`src/fesb_consts.vh`:
```
// constants for the flash erase, bank and security block
`ifndef FESB_CONSTS_VH
`define FESB_CONSTS_VH

`define FESB_SFR_ERASE_KEY   8'h94
`define FESB_SFR_MASS_EN     8'hB2
`define FESB_SFR_PAGE_NUM    8'hB7
`define FESB_MASS_EN_BIT     1
`define FESB_PAGE_LSB        2
`define FESB_PAGE_MSB        7
`define FESB_KEY_MASS        8'hAA
`define FESB_KEY_PAGE        8'h55
`define FESB_ERASED_BYTE     8'hFF
`define FESB_EARLY_BOOT_WINDOW_FLAG_CYCLES  7'h3C
`define FESB_PAGE_BYTES      1024
`define FESB_PAGE_SHIFT      10
`define FESB_BANK_BYTES      32768
`define FESB_BANK_SHIFT      15
`define FESB_UPPER_BIT       15
`define FESB_PAGE_ZERO       8'h00
`define FESB_ZERO_BYTE       8'h00

`endif

```
`src/fesb_bank_map.v`:
```
// program-space to physical flash address mapping
`include "fesb_consts.vh"

module fesb_bank_map #(
  parameter BANK_W = 3,
  parameter PHYS_W = 18
) (
  input  wire [15:0]       prog_addr,
  input  wire [BANK_W-1:0] bank_sel,
  output wire [PHYS_W-1:0] phys_addr
);

  wire             upper;
  wire [BANK_W-1:0] bank;

  // lower half is fixed; bank 0 in the upper half aliases the lower half
  assign upper = prog_addr[`FESB_UPPER_BIT];                        // [RL5]
  assign bank  = upper ? bank_sel : {BANK_W{1'b0}};                 // [RL6] [RL7]
  assign phys_addr = {bank, prog_addr[`FESB_BANK_SHIFT-1:0]};       // [RL6]

endmodule // fesb_bank_map

```
`src/fesb_flash_ctrl.v`:
```
// flash erase sequencer, bank switching and program security
//
// Functional notes
// RL1 - erased flash bytes read as 0xFF
// RL2 - mass erase: enable bit, then key 0xAA
// RL3 - mass erase needs debug port enabled
// RL4 - page erase: page number, then key 0x55
// RL5 - low program half maps to flash bank 0
// RL6 - upper half maps to selected bank
// RL7 - bank zero aliases the lower region
// RL8 - code_protection_bit blocks debug except global erase
// RL9 - 60-cycle pre-boot window inhibits debug, flagged
// RL10 - after pre-boot debug may be enabled
// RL11 - protection bit clears on reset, set-only
// RL12 - protection held until global erase plus reset; here any reset clears it, with or without a global erase
// RL13 - code_protection_bit rejects page-zero page erases
// RL14 - code_protection_bit suppresses writes to page zero
// RL15 - code_protection_bit prevents external code read-out
// RL16 - software sets protection during pre-boot
// RL17 - byte change needs copy, erase, rewrite
// RL18 - flash pages are 1024 bytes each
// RL19 - write enable steers stores, interrupt-gated
// RL20 - write during engine busy drops, raises collision
// RL21 - other keys start no erase
`include "fesb_consts.vh"

module fesb_flash_ctrl #(
  parameter BANK_W = 3,
  parameter PHYS_W = 18,
  parameter PAGE_W = 6
) (
  input  wire              clock,
  input  wire              rst_n,
  // special function register port from the processor
  input  wire [7:0]        sfr_addr,
  input  wire [7:0]        sfr_wdata,
  input  wire              sfr_we,
  input  wire              sfr_re,
  output reg  [7:0]        sfr_rdata_r,
  output wire              sfr_hit,
  // plain control inputs from the processor
  input  wire [BANK_W-1:0] upper_bank_select,
  input  wire              code_protection_we,
  input  wire              code_protection_wdata,
  input  wire              program_write_enable_we,
  input  wire              program_write_enable_wdata,
  input  wire              mpu_int_enabled,
  // processor external data store
  input  wire              mpu_store,
  input  wire [15:0]       mpu_store_addr,
  input  wire [7:0]        mpu_store_data,
  // compute engine state
  input  wire              engine_busy,
  // debug port
  input  wire              dbg_port_enable_pin,
  input  wire              dbg_mass_erase_req,
  input  wire              dbg_page_erase_req,
  input  wire [PAGE_W-1:0] dbg_page,
  input  wire              dbg_write_req,
  input  wire [PHYS_W-1:0] dbg_write_addr,
  input  wire [7:0]        dbg_write_data,
  input  wire              dbg_read_req,
  input  wire [15:0]       dbg_read_addr,
  input  wire              dbg_ctrl_req,
  // program fetch and flash array
  input  wire [15:0]       prog_addr,
  input  wire [7:0]        flash_rd_data,
  output reg  [PHYS_W-1:0] flash_rd_addr_r,
  output reg  [7:0]        dbg_read_data_r,
  output reg               dbg_read_valid_r,
  output reg               flash_wr_en_r,
  output reg  [PHYS_W-1:0] flash_wr_addr_r,
  output reg  [7:0]        flash_wr_data_r,
  output reg               flash_mass_erase_r,
  output reg               flash_page_erase_r,
  output reg  [PAGE_W-1:0] flash_erase_page_r,
  // status
  output reg               early_boot_window_flag,
  output reg               code_protection_bit,
  output reg               program_write_enable,
  output reg               busy_write_collision_irq,
  output wire              dbg_enabled,
  output wire              dbg_ctrl_grant,
  output reg               global_erase_done_r
);

  localparam [2:0] ST_EARLY_BOOT_WINDOW_FLAG = 3'b001;
  localparam [2:0] ST_OPEN    = 3'b010;
  localparam [2:0] ST_SECURED = 3'b100;

  reg  [2:0]        state_r;
  reg  [2:0]        state_nxt;
  reg  [6:0]        boot_cnt_r;
  reg               dbg_pin_s1_r;
  reg               dbg_pin_s2_r;
  reg               mass_erase_enable_r;
  reg  [PAGE_W-1:0] erase_page_number_r;
  reg               dbg_rd_pend_r;

  wire [PHYS_W-1:0] fetch_phys;
  wire [PHYS_W-1:0] dbg_rd_phys;
  wire [PHYS_W-1:0] store_phys;
  wire              wr_key;
  wire              key_mass;
  wire              key_page;
  wire              mpu_mass_ok;
  wire              mpu_page_ok;
  wire              dbg_mass_ok;
  wire              dbg_page_ok;
  wire              secured;
  wire              dbg_wr_ok;
  wire              mpu_wr_try;
  wire              mpu_wr_ok;

  localparam [6:0] EARLY_BOOT_WINDOW_FLAG_LAST = `FESB_EARLY_BOOT_WINDOW_FLAG_CYCLES - 7'h01;

  // page index of a physical flash address
  function [PHYS_W-`FESB_PAGE_SHIFT-1:0] page_of;
    input [PHYS_W-1:0] a;
    begin
      page_of = a[PHYS_W-1:`FESB_PAGE_SHIFT];                        // [RL18]
    end
  endfunction

  function is_page_zero;
    input [PHYS_W-1:0] a;
    begin
      is_page_zero = (page_of(a) == {(PHYS_W-`FESB_PAGE_SHIFT){1'b0}});
    end
  endfunction

  fesb_bank_map #(
    .BANK_W    (BANK_W),
    .PHYS_W    (PHYS_W)
  ) u_fetch_map (
    .prog_addr (prog_addr),
    .bank_sel  (upper_bank_select),
    .phys_addr (fetch_phys)
  );

  fesb_bank_map #(
    .BANK_W    (BANK_W),
    .PHYS_W    (PHYS_W)
  ) u_dbg_map (
    .prog_addr (dbg_read_addr),
    .bank_sel  (upper_bank_select),
    .phys_addr (dbg_rd_phys)
  );

  fesb_bank_map #(
    .BANK_W    (BANK_W),
    .PHYS_W    (PHYS_W)
  ) u_store_map (
    .prog_addr (mpu_store_addr),
    .bank_sel  (upper_bank_select),
    .phys_addr (store_phys)
  );

  // enable pin comes from outside; only the second stage is used
  always @(posedge clock or negedge rst_n)
  begin
    if (!rst_n)
    begin
      dbg_pin_s1_r <= 1'b0;
      dbg_pin_s2_r <= 1'b0;
    end
    else
    begin
      dbg_pin_s1_r <= dbg_port_enable_pin;
      dbg_pin_s2_r <= dbg_pin_s1_r;
    end
  end

  // pre-boot, open and secured phases
  always @*
  begin
    state_nxt = state_r;
    case (state_r)
      ST_EARLY_BOOT_WINDOW_FLAG:
      begin
        if (boot_cnt_r == EARLY_BOOT_WINDOW_FLAG_LAST)
          state_nxt = code_protection_bit ? ST_SECURED : ST_OPEN;   // [RL9]
      end
      ST_OPEN:
      begin
        if (code_protection_bit)
          state_nxt = ST_SECURED;
      end
      ST_SECURED:
        state_nxt = ST_SECURED;                                     // [RL12]
      default:
        state_nxt = ST_EARLY_BOOT_WINDOW_FLAG;
    endcase
  end

  always @(posedge clock or negedge rst_n)
  begin
    if (!rst_n)
    begin
      state_r                <= ST_EARLY_BOOT_WINDOW_FLAG;
      boot_cnt_r             <= 7'h00;
      early_boot_window_flag <= 1'b1;
    end
    else
    begin
      state_r <= state_nxt;
      if (state_r == ST_EARLY_BOOT_WINDOW_FLAG)
        boot_cnt_r <= boot_cnt_r + 7'h01;
      early_boot_window_flag <= (state_nxt == ST_EARLY_BOOT_WINDOW_FLAG);          // [RL9]
    end
  end

  assign secured = code_protection_bit;

  // debug inhibited during pre-boot, may be enabled afterwards
  assign dbg_enabled    = dbg_pin_s2_r & ~early_boot_window_flag;   // [RL9] [RL10]
  // only global erase survives protection; control of the core is blocked
  assign dbg_ctrl_grant = dbg_enabled & ~secured & dbg_ctrl_req;    // [RL8] [RL10]

  // erase key decode
  assign wr_key   = sfr_we & (sfr_addr == `FESB_SFR_ERASE_KEY);
  assign key_mass = wr_key & (sfr_wdata == `FESB_KEY_MASS);
  assign key_page = wr_key & (sfr_wdata == `FESB_KEY_PAGE);         // [RL21]

  assign mpu_mass_ok = key_mass & mass_erase_enable_r & dbg_enabled; // [RL2] [RL3]
  assign mpu_page_ok = key_page &
                       ~(secured && erase_page_number_r == {PAGE_W{1'b0}}); // [RL4] [RL13]
  assign dbg_mass_ok = dbg_mass_erase_req & dbg_enabled;            // [RL3] [RL8]
  // any debug page erase is blocked under protection, page zero included
  assign dbg_page_ok = dbg_page_erase_req & dbg_enabled & ~secured; // [RL8] [RL13]

  // special function registers and erase strobes
  always @(posedge clock or negedge rst_n)
  begin
    if (!rst_n)
    begin
      mass_erase_enable_r <= 1'b0;
      erase_page_number_r <= {PAGE_W{1'b0}};
      flash_mass_erase_r  <= 1'b0;
      flash_page_erase_r  <= 1'b0;
      flash_erase_page_r  <= {PAGE_W{1'b0}};
      global_erase_done_r <= 1'b0;
    end
    else
    begin
      flash_mass_erase_r <= mpu_mass_ok | dbg_mass_ok;              // [RL2]
      flash_page_erase_r <= 1'b0;
      if (mpu_mass_ok | dbg_mass_ok)
      begin
        mass_erase_enable_r <= 1'b0;
        // protection stays until the next chip reset
        global_erase_done_r <= 1'b1;                                // [RL12]
      end
      else if (sfr_we && sfr_addr == `FESB_SFR_MASS_EN)
        mass_erase_enable_r <= sfr_wdata[`FESB_MASS_EN_BIT];        // [RL2]
      if (sfr_we && sfr_addr == `FESB_SFR_PAGE_NUM)
        erase_page_number_r <= sfr_wdata[`FESB_PAGE_MSB:`FESB_PAGE_LSB]; // [RL4]
      if (dbg_page_ok)
      begin
        flash_page_erase_r <= 1'b1;
        flash_erase_page_r <= dbg_page;
      end
      else if (mpu_page_ok)
      begin
        flash_page_erase_r <= 1'b1;                                 // [RL4]
        flash_erase_page_r <= erase_page_number_r;
      end
    end
  end

  assign sfr_hit = (sfr_addr == `FESB_SFR_ERASE_KEY) |
                   (sfr_addr == `FESB_SFR_MASS_EN) |
                   (sfr_addr == `FESB_SFR_PAGE_NUM);

  // register reads; key register is write-only and reads zero
  always @(posedge clock or negedge rst_n)
  begin
    if (!rst_n)
      sfr_rdata_r <= `FESB_ZERO_BYTE;
    else if (sfr_re)
    begin
      case (sfr_addr)
        `FESB_SFR_MASS_EN:
        begin
          sfr_rdata_r <= `FESB_ZERO_BYTE;
          sfr_rdata_r[`FESB_MASS_EN_BIT] <= mass_erase_enable_r;
        end
        `FESB_SFR_PAGE_NUM:
          sfr_rdata_r <= {erase_page_number_r, 2'h0};
        default:
          sfr_rdata_r <= `FESB_ZERO_BYTE;
      endcase
    end
  end

  // protection bit and program write enable
  always @(posedge clock or negedge rst_n)
  begin
    if (!rst_n)
    begin
      code_protection_bit  <= 1'b0;                                 // [RL11]
      program_write_enable <= 1'b0;
    end
    else
    begin
      if (code_protection_we && code_protection_wdata)
        code_protection_bit <= 1'b1;                                // [RL11]
      if (program_write_enable_we && !mpu_int_enabled)
        program_write_enable <= program_write_enable_wdata;         // [RL19]
    end
  end

  // flash writes: debug port has priority, a core store in the same cycle is dropped
  assign dbg_wr_ok  = dbg_write_req & dbg_enabled & ~secured;       // [RL8]
  assign mpu_wr_try = mpu_store & program_write_enable;             // [RL19]
  assign mpu_wr_ok  = mpu_wr_try & ~engine_busy & ~dbg_wr_ok &
                      ~(secured && is_page_zero(store_phys));       // [RL14] [RL20]

  always @(posedge clock or negedge rst_n)
  begin
    if (!rst_n)
    begin
      flash_wr_en_r            <= 1'b0;
      flash_wr_addr_r          <= {PHYS_W{1'b0}};
      flash_wr_data_r          <= `FESB_ZERO_BYTE;
      busy_write_collision_irq <= 1'b0;
    end
    else
    begin
      flash_wr_en_r            <= dbg_wr_ok | mpu_wr_ok;
      busy_write_collision_irq <= mpu_wr_try & engine_busy;         // [RL20]
      if (dbg_wr_ok && !(secured && is_page_zero(dbg_write_addr)))
      begin
        flash_wr_addr_r <= dbg_write_addr;                          // [RL14]
        flash_wr_data_r <= dbg_write_data;
      end
      else if (mpu_wr_ok)
      begin
        flash_wr_addr_r <= store_phys;
        flash_wr_data_r <= mpu_store_data;
      end
    end
  end

  // fetch address and debug read-back; fetch owns the port except on a debug read
  always @(posedge clock or negedge rst_n)
  begin
    if (!rst_n)
    begin
      flash_rd_addr_r  <= {PHYS_W{1'b0}};
      dbg_rd_pend_r    <= 1'b0;
      dbg_read_data_r  <= `FESB_ERASED_BYTE;
      dbg_read_valid_r <= 1'b0;
    end
    else
    begin
      dbg_rd_pend_r    <= dbg_read_req & dbg_enabled;
      dbg_read_valid_r <= dbg_rd_pend_r;
      if (dbg_read_req && dbg_enabled)
        flash_rd_addr_r <= dbg_rd_phys;                             // [RL6]
      else
        flash_rd_addr_r <= fetch_phys;                              // [RL5] [RL7]
      // protected code reads back as blank flash
      if (dbg_rd_pend_r)
        dbg_read_data_r <= secured ? `FESB_ERASED_BYTE : flash_rd_data; // [RL1] [RL15]
    end
  end

endmodule // fesb_flash_ctrl

```
`config.mk`:
```
export PLATFORM = sky130hd
export DESIGN_NAME = fesb_flash_ctrl
export DESIGN_NICKNAME = d
export VERILOG_FILES = /design/src/fesb_bank_map.v /design/src/fesb_flash_ctrl.v
export VERILOG_INCLUDE_DIRS = /design/src
export SDC_FILE = /design/constraint.sdc
export NUM_CORES = 1
export LEC_CHECK = 0
export BUFFER_PORTS_ARGS = -buffer_cell sky130_fd_sc_hd__buf_4
export CAP_MARGIN = 20
export CORE_MARGIN = 2
export CORE_UTILIZATION = 25
export DETAILED_ROUTE_END_ITERATION = 16
export SLEW_MARGIN = 15
export SYNTH_ARGS = -nofsm -noshare
export SYNTH_HDL_FRONTEND = slang
export SYNTH_SLANG_ARGS = --single-unit
```
`constraint.sdc`:
```
create_clock -name clock -period 3.5 [get_ports clock]
set_input_delay 0 -clock clock [delete_from_list [all_inputs] [get_ports clock]]
set_output_delay 0 -clock clock [all_outputs]
set_load 0.05 [all_outputs]
```
* After elaboration in Yosys (flattened, before gate mapping)
Cells that the tools add are included.
Word-level totals: register bits 95, bits of input ports 132, output and inout port bits 78, logic and storage cells 100
Operators by class: add/sub/neg operators 1, eq/ne operators 10, muxes and demuxes 20, bitwise gates (word level) 30, reductions and logical operators 17
Operators by type and width (number):
- 18-bit 2-to-1 mux | 3
- 8-bit == test (second input constant) | 4
- 8-bit 2-to-1 mux | 3
- 1-bit bitwise AND | 20
- 3-bit 2-to-1 mux | 6
- 8-bit zero test | 2
- 8-bit case mux with 2 select lines | 1
- 6-bit 2-to-1 mux | 2
- 1-bit logical AND | 9
- 3-bit case mux with 3 select lines | 1
- 8-bit by 7-bit == test with 1-bit output (second input constant) | 1
- 7-bit by 1-bit adder with 7-bit output (second input constant) | 1
- 7-bit by 6-bit == test with 1-bit output (second input constant) | 1
- 3-bit by 1-bit == test with 1-bit output (second input constant) | 2
- 6-bit zero test | 1
- 1-bit NOT | 6
- 2-bit nonzero test | 3
- 1-bit 2-to-1 mux | 4
- 1-bit OR | 4
- 3-bit by 2-bit == test with 1-bit output (second input constant) | 1
- 3-bit == test (second input constant) | 1
- 1-bit zero test | 2

* Depth between registers and ports, before layout
Gate-level depths: netlist of the first run.
word-level depth 9, gate-level depth with buffers 6, gate-level depth less buffers 5

* By module
A second synthesis of the first run with hierarchy kept.
Second synthesis, totals: cells, all modules 393, area, all modules 4423.0 µm²
By module, submodules not included:
- fesb_flash_ctrl | instances 1, cells an instance 339, area each 4028.9 µm², seq. area each 2364.8 µm²
- fesb_bank_map | instances 3, cells an instance 18, area each 131.4 µm², seq. area each 0.0 µm²

* Worst setup path before layout of the first run
Ideal clock, no wire load.
path kind reg2reg, from reg code_protection_bit, to reg flash_wr_addr_r[0], setup time 125 ps, arrival time 1880 ps, data required time 3375 ps, slack 1495 ps, stages on the path, launching flop included 6, buffers on the path 2, period minus slack after synthesis 2005 ps, cells stage by stage dfrtp_1 -> buf_2 -> nand4b_1 -> a21oi_4 -> buf_12 -> mux2_4
On the way: cells in the longest elaborated chain, start to end 6, elaborated cells on any way between the ends 12, classes of those cells mux (1); bitwise (6); reduce/logical (5)
RTL lines:
- from (decl) | line fesb_flash_ctrl.v:79 | output reg code_protection_bit,
- from (signal assigned) | line fesb_flash_ctrl.v:301 | code_protection_bit <= 1'b0;
- from (signal assigned) | line fesb_flash_ctrl.v:307 | code_protection_bit <= 1'b1;
- 1-bit NOT | line fesb_flash_ctrl.v:314 | assign dbg_wr_ok = dbg_write_req & dbg_enabled & ~secured;
- 1-bit bitwise AND | line fesb_flash_ctrl.v:314
- 1-bit NOT | line fesb_flash_ctrl.v:316 | assign mpu_wr_ok = mpu_wr_try & ~engine_busy & ~dbg_wr_ok &
- 1-bit bitwise AND (2 in series) | line fesb_flash_ctrl.v:316
- 2-bit nonzero test (no line)
- to (signal assigned) | line fesb_flash_ctrl.v:324 | flash_wr_addr_r <= {PHYS_W{1'b0}};
- to (signal assigned) | line fesb_flash_ctrl.v:334 | flash_wr_addr_r <= dbg_write_addr;
- to (signal assigned) | line fesb_flash_ctrl.v:339 | flash_wr_addr_r <= store_phys;
- to (decl) | line fesb_flash_ctrl.v:72 | output reg [PHYS_W-1:0] flash_wr_addr_r,
Several ways; a longest one is shown, not always the timed one. A chain may end at the register's enable or synchronous reset.

* Final worst setup path of the first run
from reg early_boot_window_flag, to reg flash_wr_addr_r[11]
On the way: cells in the longest elaborated chain, start to end 8, elaborated cells on any way between the ends 10, classes of those cells mux (1); bitwise (7); reduce/logical (2)
RTL lines:
- from (decl) | line fesb_flash_ctrl.v:78 | output reg early_boot_window_flag,
- from (signal assigned) | line fesb_flash_ctrl.v:209 | early_boot_window_flag <= (state_nxt == ST_EARLY_BOOT_WINDOW_FLAG);
- 1-bit NOT (*) | line fesb_flash_ctrl.v:216 | assign dbg_enabled = dbg_pin_s2_r & ~early_boot_window_flag;
- 1-bit bitwise AND (*) | line fesb_flash_ctrl.v:216
- 1-bit bitwise AND (*) (2 in series) | line fesb_flash_ctrl.v:314
- 1-bit NOT | line fesb_flash_ctrl.v:316
- 1-bit bitwise AND (2 in series) | line fesb_flash_ctrl.v:316
- 2-bit nonzero test (no line)
Mark *: on every way between the ends. The rest lies on a longest branch, timed or not.

==> impl_metrics.env, run 1 <==
export IMPL_status="completed"
export IMPL_syn_to_final_growth_pct=68.5
export IMPL_grt_pass1_vias=4081
export IMPL_fillers=1516
export IMPL_synth_edf_count=0
export IMPL_timing_fmax_mhz=347
export IMPL_start_kind="flip-flop"
export IMPL_grt_overflow_total=0
export IMPL_setup_viol=0
export IMPL_drive_gt1_share_pct=49.3
export IMPL_required_ns=3.78
export IMPL_grt_start_max_net_pins=68
export IMPL_final_nets=745
export IMPL_syn_area_um2=4220
export IMPL_clkLatencyLatePin_ns=0.34
export IMPL_track_usage_pct=14.7
export IMPL_place_ws_ns=1.14
export IMPL_drtPass1Iterations=4
export IMPL_cts_tree="built"
export IMPL_tns_ns=0
export IMPL_crit_fanout=15
export IMPL_wl_per_cell_um=15.7
export IMPL_multiInputGateArea_um2=1720
export IMPL_crit_chain="and4bb_1, buf_4, nor3_1, a22o_1, dlygate4sd3_1, a21o_1"
export IMPL_maxCapViolations=0
export IMPL_critPathTopFamily="simple AND/OR/NAND/NOR gates"
export IMPL_finalHoldViolations=0
export IMPL_drc=0
export IMPL_critPathMaxStageDelay_ns=0.61
export IMPL_p_leak_uw=0.00345
export IMPL_final_util_pct=43.0
export IMPL_grt_pass1_wl_mm=20.5
export IMPL_worst_pin_slew_ns=0.852
export IMPL_worst_clock_skew_ns=0.00522
export IMPL_cts_sinks=94
export IMPL_setup_ws_ns=0.621
export IMPL_seq_area_frac_synth_pct=56.1
export IMPL_cts_root_buf="clkbuf_16"
export IMPL_cp_end_kind="flip-flop"
export IMPL_hold_class="in -> reg"
export IMPL_grt_antenna_before_repair=0
export IMPL_maxSlewViolCount=0
export IMPL_final_antenna_net_count=0
export IMPL_h_tree_depth=3
export IMPL_place_congestion=0.755
export IMPL_vias_per_cell=4.43
export IMPL_cts_made_buffers=9
export IMPL_synthDistinctLibCells=54
export IMPL_period_minus_slack_ns=2.88
export IMPL_ios=210
export IMPL_yosysTopAreaCellShare_pct=49.9
export IMPL_rows=47
export IMPL_synthTopCellsByArea="dfrtp_1, mux2_2, dfstp_2"
export IMPL_clk_pin_slew_ns=0.07
export IMPL_dpl_hpwl_mm=9.35
export IMPL_crit_type="reg -> reg"
export IMPL_seqCellArea_um2=2360
export IMPL_worst_path_buf_inv=2
export IMPL_die_y_um=134
export IMPL_worstPathArrival_ns=3.16
export IMPL_ys_ff_latch=94
export IMPL_portBuffers=208
export IMPL_slew_headroom_pct=43.2
export IMPL_drt_iter0_drc=156
export IMPL_async_flop_share_pct=100
export IMPL_core_area_um2=16500
export IMPL_cts_buffer_depth=2
export IMPL_syn_area_per_cell_um2=13.1
export IMPL_min_period_over_period_pct=82.3
export IMPL_die_area_um2=17900
export IMPL_yosysTopAreaCell="dfrtp_1"
export IMPL_p_per_area_nw_per_um2=451
export IMPL_ctsResizeCount=0
export IMPL_syn_inst=321
export IMPL_die_x_um=134
export IMPL_yosysWarnings=0
export IMPL_postRouteWirelength_mm=13.1
export IMPL_critPathSlowestCell="nor3_1"
export IMPL_rsz0062_at_grt="no"
export IMPL_n_antenna_cell=0
export IMPL_synth_main_ff_cell="dfrtp_1"
export IMPL_ir_worst_vdd_mv=0.278
export IMPL_vias=3711
export IMPL_synth_nets=454
export IMPL_start_util_pct=25.5
-- final timing paths --
check                                        from                  end  slack [ns]  depth (start not counted)
max                        early_boot_window_flag  flash_wr_addr_r[11]        0.62                          6
min                             mpu_store_addr[7]   flash_wr_addr_r[7]        0.02                          3
max reg2reg                early_boot_window_flag  flash_wr_addr_r[11]        0.62                          6
min reg2reg                          dbg_pin_s1_r         dbg_pin_s2_r        0.35                          0
max in group asynchronous                   rst_n   dbg_read_data_r[7]        2.22                          3
min in group asynchronous                   rst_n   flash_wr_data_r[7]        0.29                          2
-- metal layers --
| metal | GRT usage, % | vias up | routed length [um] | share of wire, % |
|---|---|---|---|---|
| met3 | 4.50 | 18 | 970 | 7.4 |
| met2 | 25.8 | 146 | 6700 | 51 |
| met5 | 0 | - | 0 | 0 |
| li1 | - | 1748 | - | - |
| met4 | 6.03 | 0 | 238 | 1.8 |
| met1 | 16.6 | 1799 | 5240 | 40 |
-- power breakdown --
part / total [uW] / switching, uW / internal, uW
Combinational: 902 / 513 / 389
Clock: 1050 / 407 / 647
Sequential: 1250 / 64.0 / 1190
-- what timing repair did --
| action | in CTS | in global routing |
|---|---|---|
| hold endpoints to repair | 119 | 0 |
| hold buffers | 81 | 0 |
| buffers inserted | 0 | 0 |
-- through the flow --
stage / hold slack [ns] / power [uW] / cell area [um2] / cells
2_1_floorplan: -0.296 / 1750 / 4220 / 321
5_1_grt: 0.00237 / 3350 / 7110 / 837
3_3_place_gp: 0.115 / 2090 / 5980 / 740
3_5_place_dp: 0.118 / 2100 / 5980 / 740
6_report: 0.0219 / 3210 / 7110 / 837
4_1_cts: 0.00236 / 3250 / 7110 / 837
-- sequential cells by signal (all words and copies together), names as in the netlist --
| signal | count |
|---|---|
| flash_mass_erase_r | 1 |
| dbg_rd_pend_r | 1 |
| boot_cnt_r | 7 |
| sfr_rdata_r | 7 |
| erase_page_number_r | 6 |
| flash_wr_addr_r | 18 |
| dbg_pin_s1_r | 1 |
| dbg_read_valid_r | 1 |
| global_erase_done_r | 1 |
| flash_page_erase_r | 1 |
| program_write_enable | 1 |
| state_r | 3 |
| flash_wr_data_r | 8 |
| dbg_read_data_r | 8 |
| flash_rd_addr_r | 18 |
| flash_wr_en_r | 1 |
| busy_write_collision_irq | 1 |
| code_protection_bit | 1 |
| early_boot_window_flag | 1 |
| flash_erase_page_r | 6 |
| mass_erase_enable_r | 1 |
| dbg_pin_s2_r | 1 |
-- final cells by class --
cell class / count / area share, %
clock inverter: 3 / 0.951
timing repair buffer: 293 / 33.8
multi-input combinational: 208 / 24.2
tap: 220 / 3.87
sequential: 94 / 33.3
clock buffer: 13 / 3.52
inverter: 6 / 0.317
-- layout by cell type (no fill, tap or decap), types with 5 or more instances in the layout --
cell type        n
a21o_1           6
a22o_1          11
clkbuf_16        9
nor2_1          21
nor2b_1          6
mux2_2          48
dfrtp_1         84
buf_4          212
dlygate4sd3_1   81
a221o_1          7
nand2_1         18
and3_1           7
inv_1            5
mux2_4          12
dfstp_2         10
a21oi_1         15
o21ai_0          5
-- Yosys cell counts (4+ instances only) --
| cell type | instances |
|---|---|
| mux2_4 | 12 |
| a21oi_1 | 15 |
| dfrtp_1 | 84 |
| buf_6 | 4 |
| nor2b_1 | 6 |
| nor2_1 | 21 |
| dfstp_2 | 10 |
| a21o_1 | 6 |
| nand4bb_1 | 4 |
| a221o_1 | 7 |
| o21ai_0 | 5 |
| mux2_2 | 48 |
| and3_1 | 7 |
| nand2_1 | 18 |
| inv_1 | 5 |
| nor3_1 | 4 |
| a22o_1 | 11 |
-- logic make-up after synthesis --
logic type | share of synthesized area [%]
AO/OA/AOI/OAI | 9.35
buffers and inverters | 3.06
AND/OR/NAND/NOR | 12.3
flip-flops | 56.1
adder cells (fa/ha/maj) | 0.297
other | 0.0889
XOR/XNOR | 1.25
multiplexers | 17.6
-- worst register-to-register path, cell delays in order (launching register included) --
cell and delay [ns]:
dfstp_2 0.54, and4bb_1 0.46, buf_4 0.33, nor3_1 0.61, a22o_1 0.22, dlygate4sd3_1 0.57, a21o_1 0.10
Power figures use the tool's default switching activity.
==> run 2: changes to the inputs <==
- ABC_AREA: not set -> 1
- clock period: 3.5 -> 2.6 ns (I/O delays scaled with it)
==> run 2 against run 1 <==
Routed wire length up 7.9%. Clock power up 26%. Fmax increased by 23%. Sequential share of layout area decreased by 1.5 points. Sequential power grew 30%. Area after synthesis rose by 2.0%. Via count rose by 24%. Flip-flop and latch count did not move. Register-to-register slack got worse by 0.37 ns. Largest power group unchanged.
==> impl_metrics.env, run 2 <==
export IMPL_reg2reg_slack_ns=0.25
export IMPL_setup_ws_ns=0.254
export IMPL_clk_pin_slew_ns=0.08
export IMPL_tns_ns=0
export IMPL_clkLatencyLatePin_ns=0.34
export IMPL_drtPass1Iterations=5
export IMPL_core_area_um2=16700
export IMPL_cts_sinks=94
export IMPL_slew_headroom_pct=62.2
export IMPL_final_nets=989
export IMPL_cts_buffer_depth=2
export IMPL_synthDistinctLibCells=29
export IMPL_crit_path_start="code_protection_bit"
export IMPL_crit_fanout=24
export IMPL_track_usage_pct=15.8
export IMPL_syn_to_final_growth_pct=73.0
export IMPL_combPwrFrac_pct=26.8
export IMPL_drc=0
export IMPL_die_area_um2=18300
export IMPL_drive_gt1_share_pct=28.7
export IMPL_timing_fmax_mhz=426
export IMPL_required_ns=2.88
export IMPL_grt_start_max_net_pins=52
export IMPL_seq_area_frac_synth_pct=55.0
export IMPL_die_x_um=135
export IMPL_ir_worst_vdd_mv=0.291
export IMPL_final_common_cell="nand2_1"
export IMPL_synth_edf_count=0
export IMPL_endpoint="flash_wr_data_r[7]"
export IMPL_hold_class="in -> reg"
export IMPL_synth_nets=677
export IMPL_final_antenna_net_count=0
export IMPL_cts_tree="built"
export IMPL_reg_largest_list="flash_rd_addr_r (18), flash_wr_addr_r (18)"
export IMPL_grt_antenna_before_repair=0
export IMPL_p_per_area_nw_per_um2=542
export IMPL_start_kind="flip-flop"
export IMPL_yosysWarnings=0
export IMPL_reg2reg_to="flash_wr_data_r[7]"
export IMPL_die_y_um=135
export IMPL_status="completed"
export IMPL_setup_viol=0
export IMPL_place_ws_ns=0.649
export IMPL_maxSlewViolCount=0
export IMPL_p_int_uw=2700
export IMPL_crit_type="reg -> reg"
export IMPL_rows=47
export IMPL_dpl_hpwl_mm=9.93
export IMPL_final_cell_mix="nand2_1, buf_4, dlygate4sd3_1"
export IMPL_wl_per_cell_um=13.1
export IMPL_ys_ff_latch=94
export IMPL_rsz0062_at_grt="no"
export IMPL_h_tree_depth=3
export IMPL_syn_inst=544
export IMPL_min_period_over_period_pct=90.2
export IMPL_worst_clock_skew_ns=0.00508
export IMPL_cts_made_buffers=9
export IMPL_period_minus_slack_ns=2.35
export IMPL_holdCritStartpoint="dbg_write_addr[13]"
export IMPL_yosysTopAreaCell="dfrtp_1"
export IMPL_start_util_pct=25.8
export IMPL_finalHoldViolations=0
export IMPL_n_antenna_cell=0
export IMPL_drt_iter0_drc=198
export IMPL_place_congestion=0.777
export IMPL_netlist_top_cells_count="nand2_1, dfrtp_1, inv_1"
export IMPL_seqPwrFrac_pct=40.5
export IMPL_yosysTopAreaCellShare_pct=48.9
export IMPL_synth_most_common_cell="nand2_1"
export IMPL_power_switching_uw=1340
export IMPL_cts_root_buf="clkbuf_16"
export IMPL_vias=4600
export IMPL_r2r_cells=9
export IMPL_ios=210
export IMPL_fillers=1687
export IMPL_grt_pass1_wl_mm=22.8
export IMPL_vias_per_cell=4.26
export IMPL_synthTopCellsByArea="dfrtp_1, nand2_1, dfstp_2"
export IMPL_syn_area_um2=4300
export IMPL_worstPathArrival_ns=2.63
export IMPL_p_leak_uw=0.00397
export IMPL_grt_overflow_total=0
export IMPL_grt_pass1_vias=4790
export IMPL_postRouteWirelength_mm=14.2
export IMPL_switching_share_pct=33.2
export IMPL_syn_area_per_cell_um2=7.91
export IMPL_clock_power_share_pct=32.7
export IMPL_worstReg2RegStart="code_protection_bit"
export IMPL_synth_main_ff_cell="dfrtp_1"
export IMPL_portBuffers=208
export IMPL_async_flop_share_pct=100
export IMPL_worst_pin_slew_ns=0.567
export IMPL_maxCapViolations=0
export IMPL_cp_end_kind="flip-flop"
## run 2: how the worst min path moves through the flow
stage / cells past startpoint / slack (ns) / endpoint
floorplan: 0 / -0.30 / boot_cnt_r[0]
global route: 5 / 0.04 / flash_wr_addr_r[13]
detailed placement: 1 / 0.04 / mass_erase_enable_r
CTS: 5 / 0.0009 / flash_erase_page_r[4]
finish: 5 / 0.02 / flash_wr_addr_r[13]
global placement: 1 / 0.05 / mass_erase_enable_r
## run 2: metal layers
layer / up-vias / global-route usage, % / wire length, um
met4: 0 / 6.02 / 361
met1: 2113 / 18.1 / 5850
li1: 2311 / - / -
met5: - / 0 / 0
met2: 149 / 27.6 / 6940
met3: 27 / 5.01 / 1020
## run 2: stage by stage
| step | hold WS (ns) | utilization (%) | power (uW) | cell area [um2] | std cells |
|---|---|---|---|---|---|
| 6_report | 0.0188 | 44.6 | 4030 | 7440 | 1081 |
| 5_1_grt | 0.0403 | 44.6 | 4230 | 7440 | 1081 |
| 4_1_cts | 0.000882 | 44.6 | 4100 | 7440 | 1081 |
| 3_5_place_dp | 0.0361 | 36.4 | 2620 | 6080 | 959 |
| 3_3_place_gp | 0.0466 | 36.4 | 2620 | 6080 | 959 |
| 2_1_floorplan | -0.296 | - | 2190 | 4300 | 544 |
## run 2: power by group through the flow
stage | logic [uW] | registers [uW] | clock network (uW)
2_1_floorplan | 164 | 2020 | 0
3_3_place_gp | 955 | 1660 | 0
3_5_place_dp | 960 | 1660 | 0
4_1_cts | 1090 | 1640 | 1370
5_1_grt | 1150 | 1650 | 1430
6_report | 1080 | 1630 | 1320
## run 2: logic make-up (layout without fill, tap and decap cells)
logic type / count (synthesis) / count (layout) / synth area share (%)
AOI/OAI and AO/OA: 42 / 42 / 5.35
xor gates and xnor gates: 6 / 6 / 1.22
adders and majority gates: 1 / 1 / 0.291
buffers and inverters: 64 / 381 / 6.54
DFF: 94 / 94 / 55.0
muxes: 1 / 1 / 0.233
other: 1 / 1 / 0.0872
and+or+nand+nor: 335 / 335 / 31.3
## run 2: area by class of cell
| cell class | instances | area [um2] | share of cell area, % |
|---|---|---|---|
| Timing Repair Buffer | 319 | 2670 | 35.9 |
| Sequential cell | 94 | 2360 | 31.8 |
| Multi-Input combinational cell | 386 | 1660 | 22.3 |
| Tap cell | 220 | 275 | 3.70 |
| Clock buffer | 9 | 225 | 3.03 |
| Inverter | 46 | 173 | 2.32 |
| Clock inverter | 7 | 71.3 | 0.958 |
## run 2: worst max-delay path, stage by stage, from the launching register on
cell           delay (ns)
dfrtp_1              0.50
inv_2                0.27
nand3_2              0.12
inv_1                0.22
buf_4                0.31
nand2_1              0.09
nand2_1              0.07
dlygate4sd3_1        0.56
nand2_1              0.06
nand2_1              0.07
## run 2: repair_timing
item	4_1_cts	5_1_grt
hold endpoints to repair	101	0
endpoints found under the setup margin	0	0
resized for setup	0	0
setup buffers	0	0
hold buffers	106	0
==> run 3: changes to the inputs <==
- ABC_AREA: 1 -> not set
- SYNTH_HIERARCHICAL: not set -> 1
==> run 3 against run 2 <==
Routed wire length shrank 4.1%. Clock skew grew 0.0027 ns. Combinational power grew 24%. Highest routed layer unchanged.
==> impl_metrics.env, run 3 <==
export IMPL_status="completed"
export IMPL_rsz0062_at_grt="no"
export IMPL_vias=3943
export IMPL_grt_start_max_net_pins=67
export IMPL_fin_area_um2=7280
export IMPL_drc=0
export IMPL_postRouteWirelength_mm=13.6
export IMPL_start_kind="flip-flop"
export IMPL_ys_ff_latch=94
export IMPL_clkLatencyLatePin_ns=0.35
export IMPL_p_per_area_nw_per_um2=596
export IMPL_syn_area_per_cell_um2=11.3
export IMPL_die_x_um=137
export IMPL_syn_area_um2=4420
export IMPL_final_antenna_net_count=0
export IMPL_min_period_over_period_pct=94.5
export IMPL_cts_tree="built"
export IMPL_crit_path_start="code_protection_bit"
export IMPL_synth_most_common_cell="dfrtp_1"
export IMPL_dpl_hpwl_mm=9.33
export IMPL_final_common_cell="buf_4"
export IMPL_portBuffers=208
export IMPL_final_cell_mix="buf_4, dlygate4sd3_1, dfrtp_1"
export IMPL_tns_ns=0
export IMPL_drt_iter0_drc=110
export IMPL_cts_sinks=94
export IMPL_grt_pass1_wl_mm=20.7
export IMPL_grt_antenna_before_repair=1
export IMPL_synthTopCellsByArea="dfrtp_1, buf_4, mux2_2"
export IMPL_critPathMaxStageDelay_ns=0.59
export IMPL_reg_largest_list="flash_rd_addr_r (18), flash_wr_addr_r (18)"
export IMPL_reg2reg_slack_ns=0.14
export IMPL_yosysTopAreaCellShare_pct=47.5
export IMPL_cts_buffer_depth=2
export IMPL_maxSlewViolCount=0
export IMPL_die_area_um2=18800
export IMPL_setup_viol=0
export IMPL_async_flop_share_pct=100
export IMPL_grt_overflow_total=0
export IMPL_fillers=1655
export IMPL_required_ns=2.82
export IMPL_crit_fanout=27
export IMPL_yosysWarnings=6
export IMPL_ir_worst_vdd_mv=0.372
export IMPL_vias_per_cell=4.40
export IMPL_crit_chain="or3b_2, o41ai_4, buf_6, mux2i_1, a21oi_1, dlygate4sd3_1"
export IMPL_cts_root_buf="clkbuf_16"
export IMPL_clk_pin_slew_ns=0.07
export IMPL_holdCritStartpoint="dbg_read_addr[15]"
export IMPL_finalHoldViolations=0
export IMPL_die_y_um=137
export IMPL_drive_gt1_share_pct=40.7
export IMPL_drtPass1Iterations=4
export IMPL_track_usage_pct=14.3
export IMPL_crit_type="reg -> reg"
export IMPL_timing_fmax_mhz=407
export IMPL_cts_made_buffers=9
export IMPL_place_congestion=0.773
export IMPL_place_area_um2=5890
export IMPL_period_minus_slack_ns=2.46
export IMPL_h_tree_depth=3
export IMPL_holdWs_ns=0.0165
export IMPL_netlist_top_cells_count="dfrtp_1, nor2_1, buf_4"
export IMPL_wl_per_cell_um=15.2
export IMPL_cp_end_kind="flip-flop"
export IMPL_core_area_um2=17300
export IMPL_synth_main_ff_cell="dfrtp_1"
export IMPL_seq_area_frac_synth_pct=53.5
export IMPL_syn_to_final_growth_pct=64.5
export IMPL_synthDistinctLibCells=44
export IMPL_yosysTopAreaCell="dfrtp_1"
export IMPL_worst_pin_slew_ns=1.01
export IMPL_worstReg2RegStart="code_protection_bit"
export IMPL_rows=48
export IMPL_critPathTopFamily="buffers and inverters"
export IMPL_maxCapViolations=0
export IMPL_hold_class="in -> reg"
export IMPL_final_util_pct=42.1
export IMPL_start_util_pct=25.6
export IMPL_postCtsSetupBuffers=0
export IMPL_syn_inst=393
export IMPL_p_leak_uw=0.00357
export IMPL_worst_clock_skew_ns=0.00783
export IMPL_critPathSlowestCell="dlygate4sd3_1"
export IMPL_slew_headroom_pct=32.2
export IMPL_worstPathArrival_ns=2.68
export IMPL_synth_nets=526
export IMPL_synth_edf_count=0
export IMPL_worst_path_buf_inv=2
export IMPL_grt_pass1_vias=4113
export IMPL_ios=210
export IMPL_final_nets=799
run 3: cell type report:
class | count | area, um2 | area share (%)
repair buffers | 323 | 2700 | 37.1
flip-flops and latches | 94 | 2360 | 32.5
multi-input cells | 233 | 1610 | 22.2
well taps | 225 | 282 | 3.87
clock buffers | 11 | 253 | 3.47
clock inverters | 5 | 40.0 | 0.550
inverters | 5 | 18.8 | 0.258
diodes | 1 | 2.50 | 0.0344
run 3: metal layers:
layer / vias to the layer above / share of wire [%] / track usage, %
met2: 180 / 48 / 24.7
met1: 1873 / 41 / 16.4
met5: - / 0 / 0
met3: 18 / 8.9 / 4.30
li1: 1872 / - / -
met4: 0 / 2.1 / 6.01
run 3: kinds of logic (layout without fill, tap and decap cells):
| kind of cell | after synthesis | count (layout) | share of synthesized area (%) |
|---|---|---|---|
| AO/OA/AOI/OAI | 70 | 70 | 10.3 |
| multiplexers | 45 | 45 | 10.9 |
| XOR/XNOR | 6 | 6 | 1.19 |
| adder cells (fa/ha/maj) | 1 | 1 | 0.283 |
| buffers and inverters | 66 | 344 | 10.3 |
| AND/OR/NAND/NOR | 110 | 110 | 13.5 |
| other | 1 | 2 | 0.0848 |
| flip-flops | 94 | 94 | 53.5 |
run 3: what timing repair did:
action                     in CTS  in global routing
setup endpoints to repair       0                  6
hold endpoints to repair      125                  0
hold buffers                  109                  0
gates resized for setup         0                  1
run 3: through the flow:
step / std cells / total power, uW / worst slack (ns)
floorplan: 393 / 2390 / 0.311
global placement: 771 / 2790 / 0.687
detailed placement: 771 / 2810 / 0.627
CTS: 896 / 4380 / 0.0883
global route: 896 / 4540 / 0.0522
finish: 897 / 4340 / 0.144
run 3: path summary, 6_finish.rpt:
check | end | depth (start not counted)
max in group asynchronous | flash_wr_data_r[5] | 3
setup / recovery | flash_wr_addr_r[3] | 6
hold / removal | flash_rd_addr_r[16] | 3
min in group asynchronous | sfr_rdata_r[1] | 2
hold reg to reg | dbg_pin_s2_r | 0
setup reg to reg | flash_wr_addr_r[3] | 6
run 3: power breakdown:
part	leakage, uW	internal, uW	switching, uW	total, uW
Clock	0.000147	713	608	1320
Sequential	0.00117	1600	77.9	1680
Combinational	0.00226	601	741	1340
run 3: worst reg2reg max path, stage by stage, from the launching register on:
cell and delay [ns]:
dfrtp_1 0.35, or3b_2 0.48, o41ai_4 0.23, buf_6 0.33, mux2i_1 0.27, a21oi_1 0.09
dlygate4sd3_1 0.59
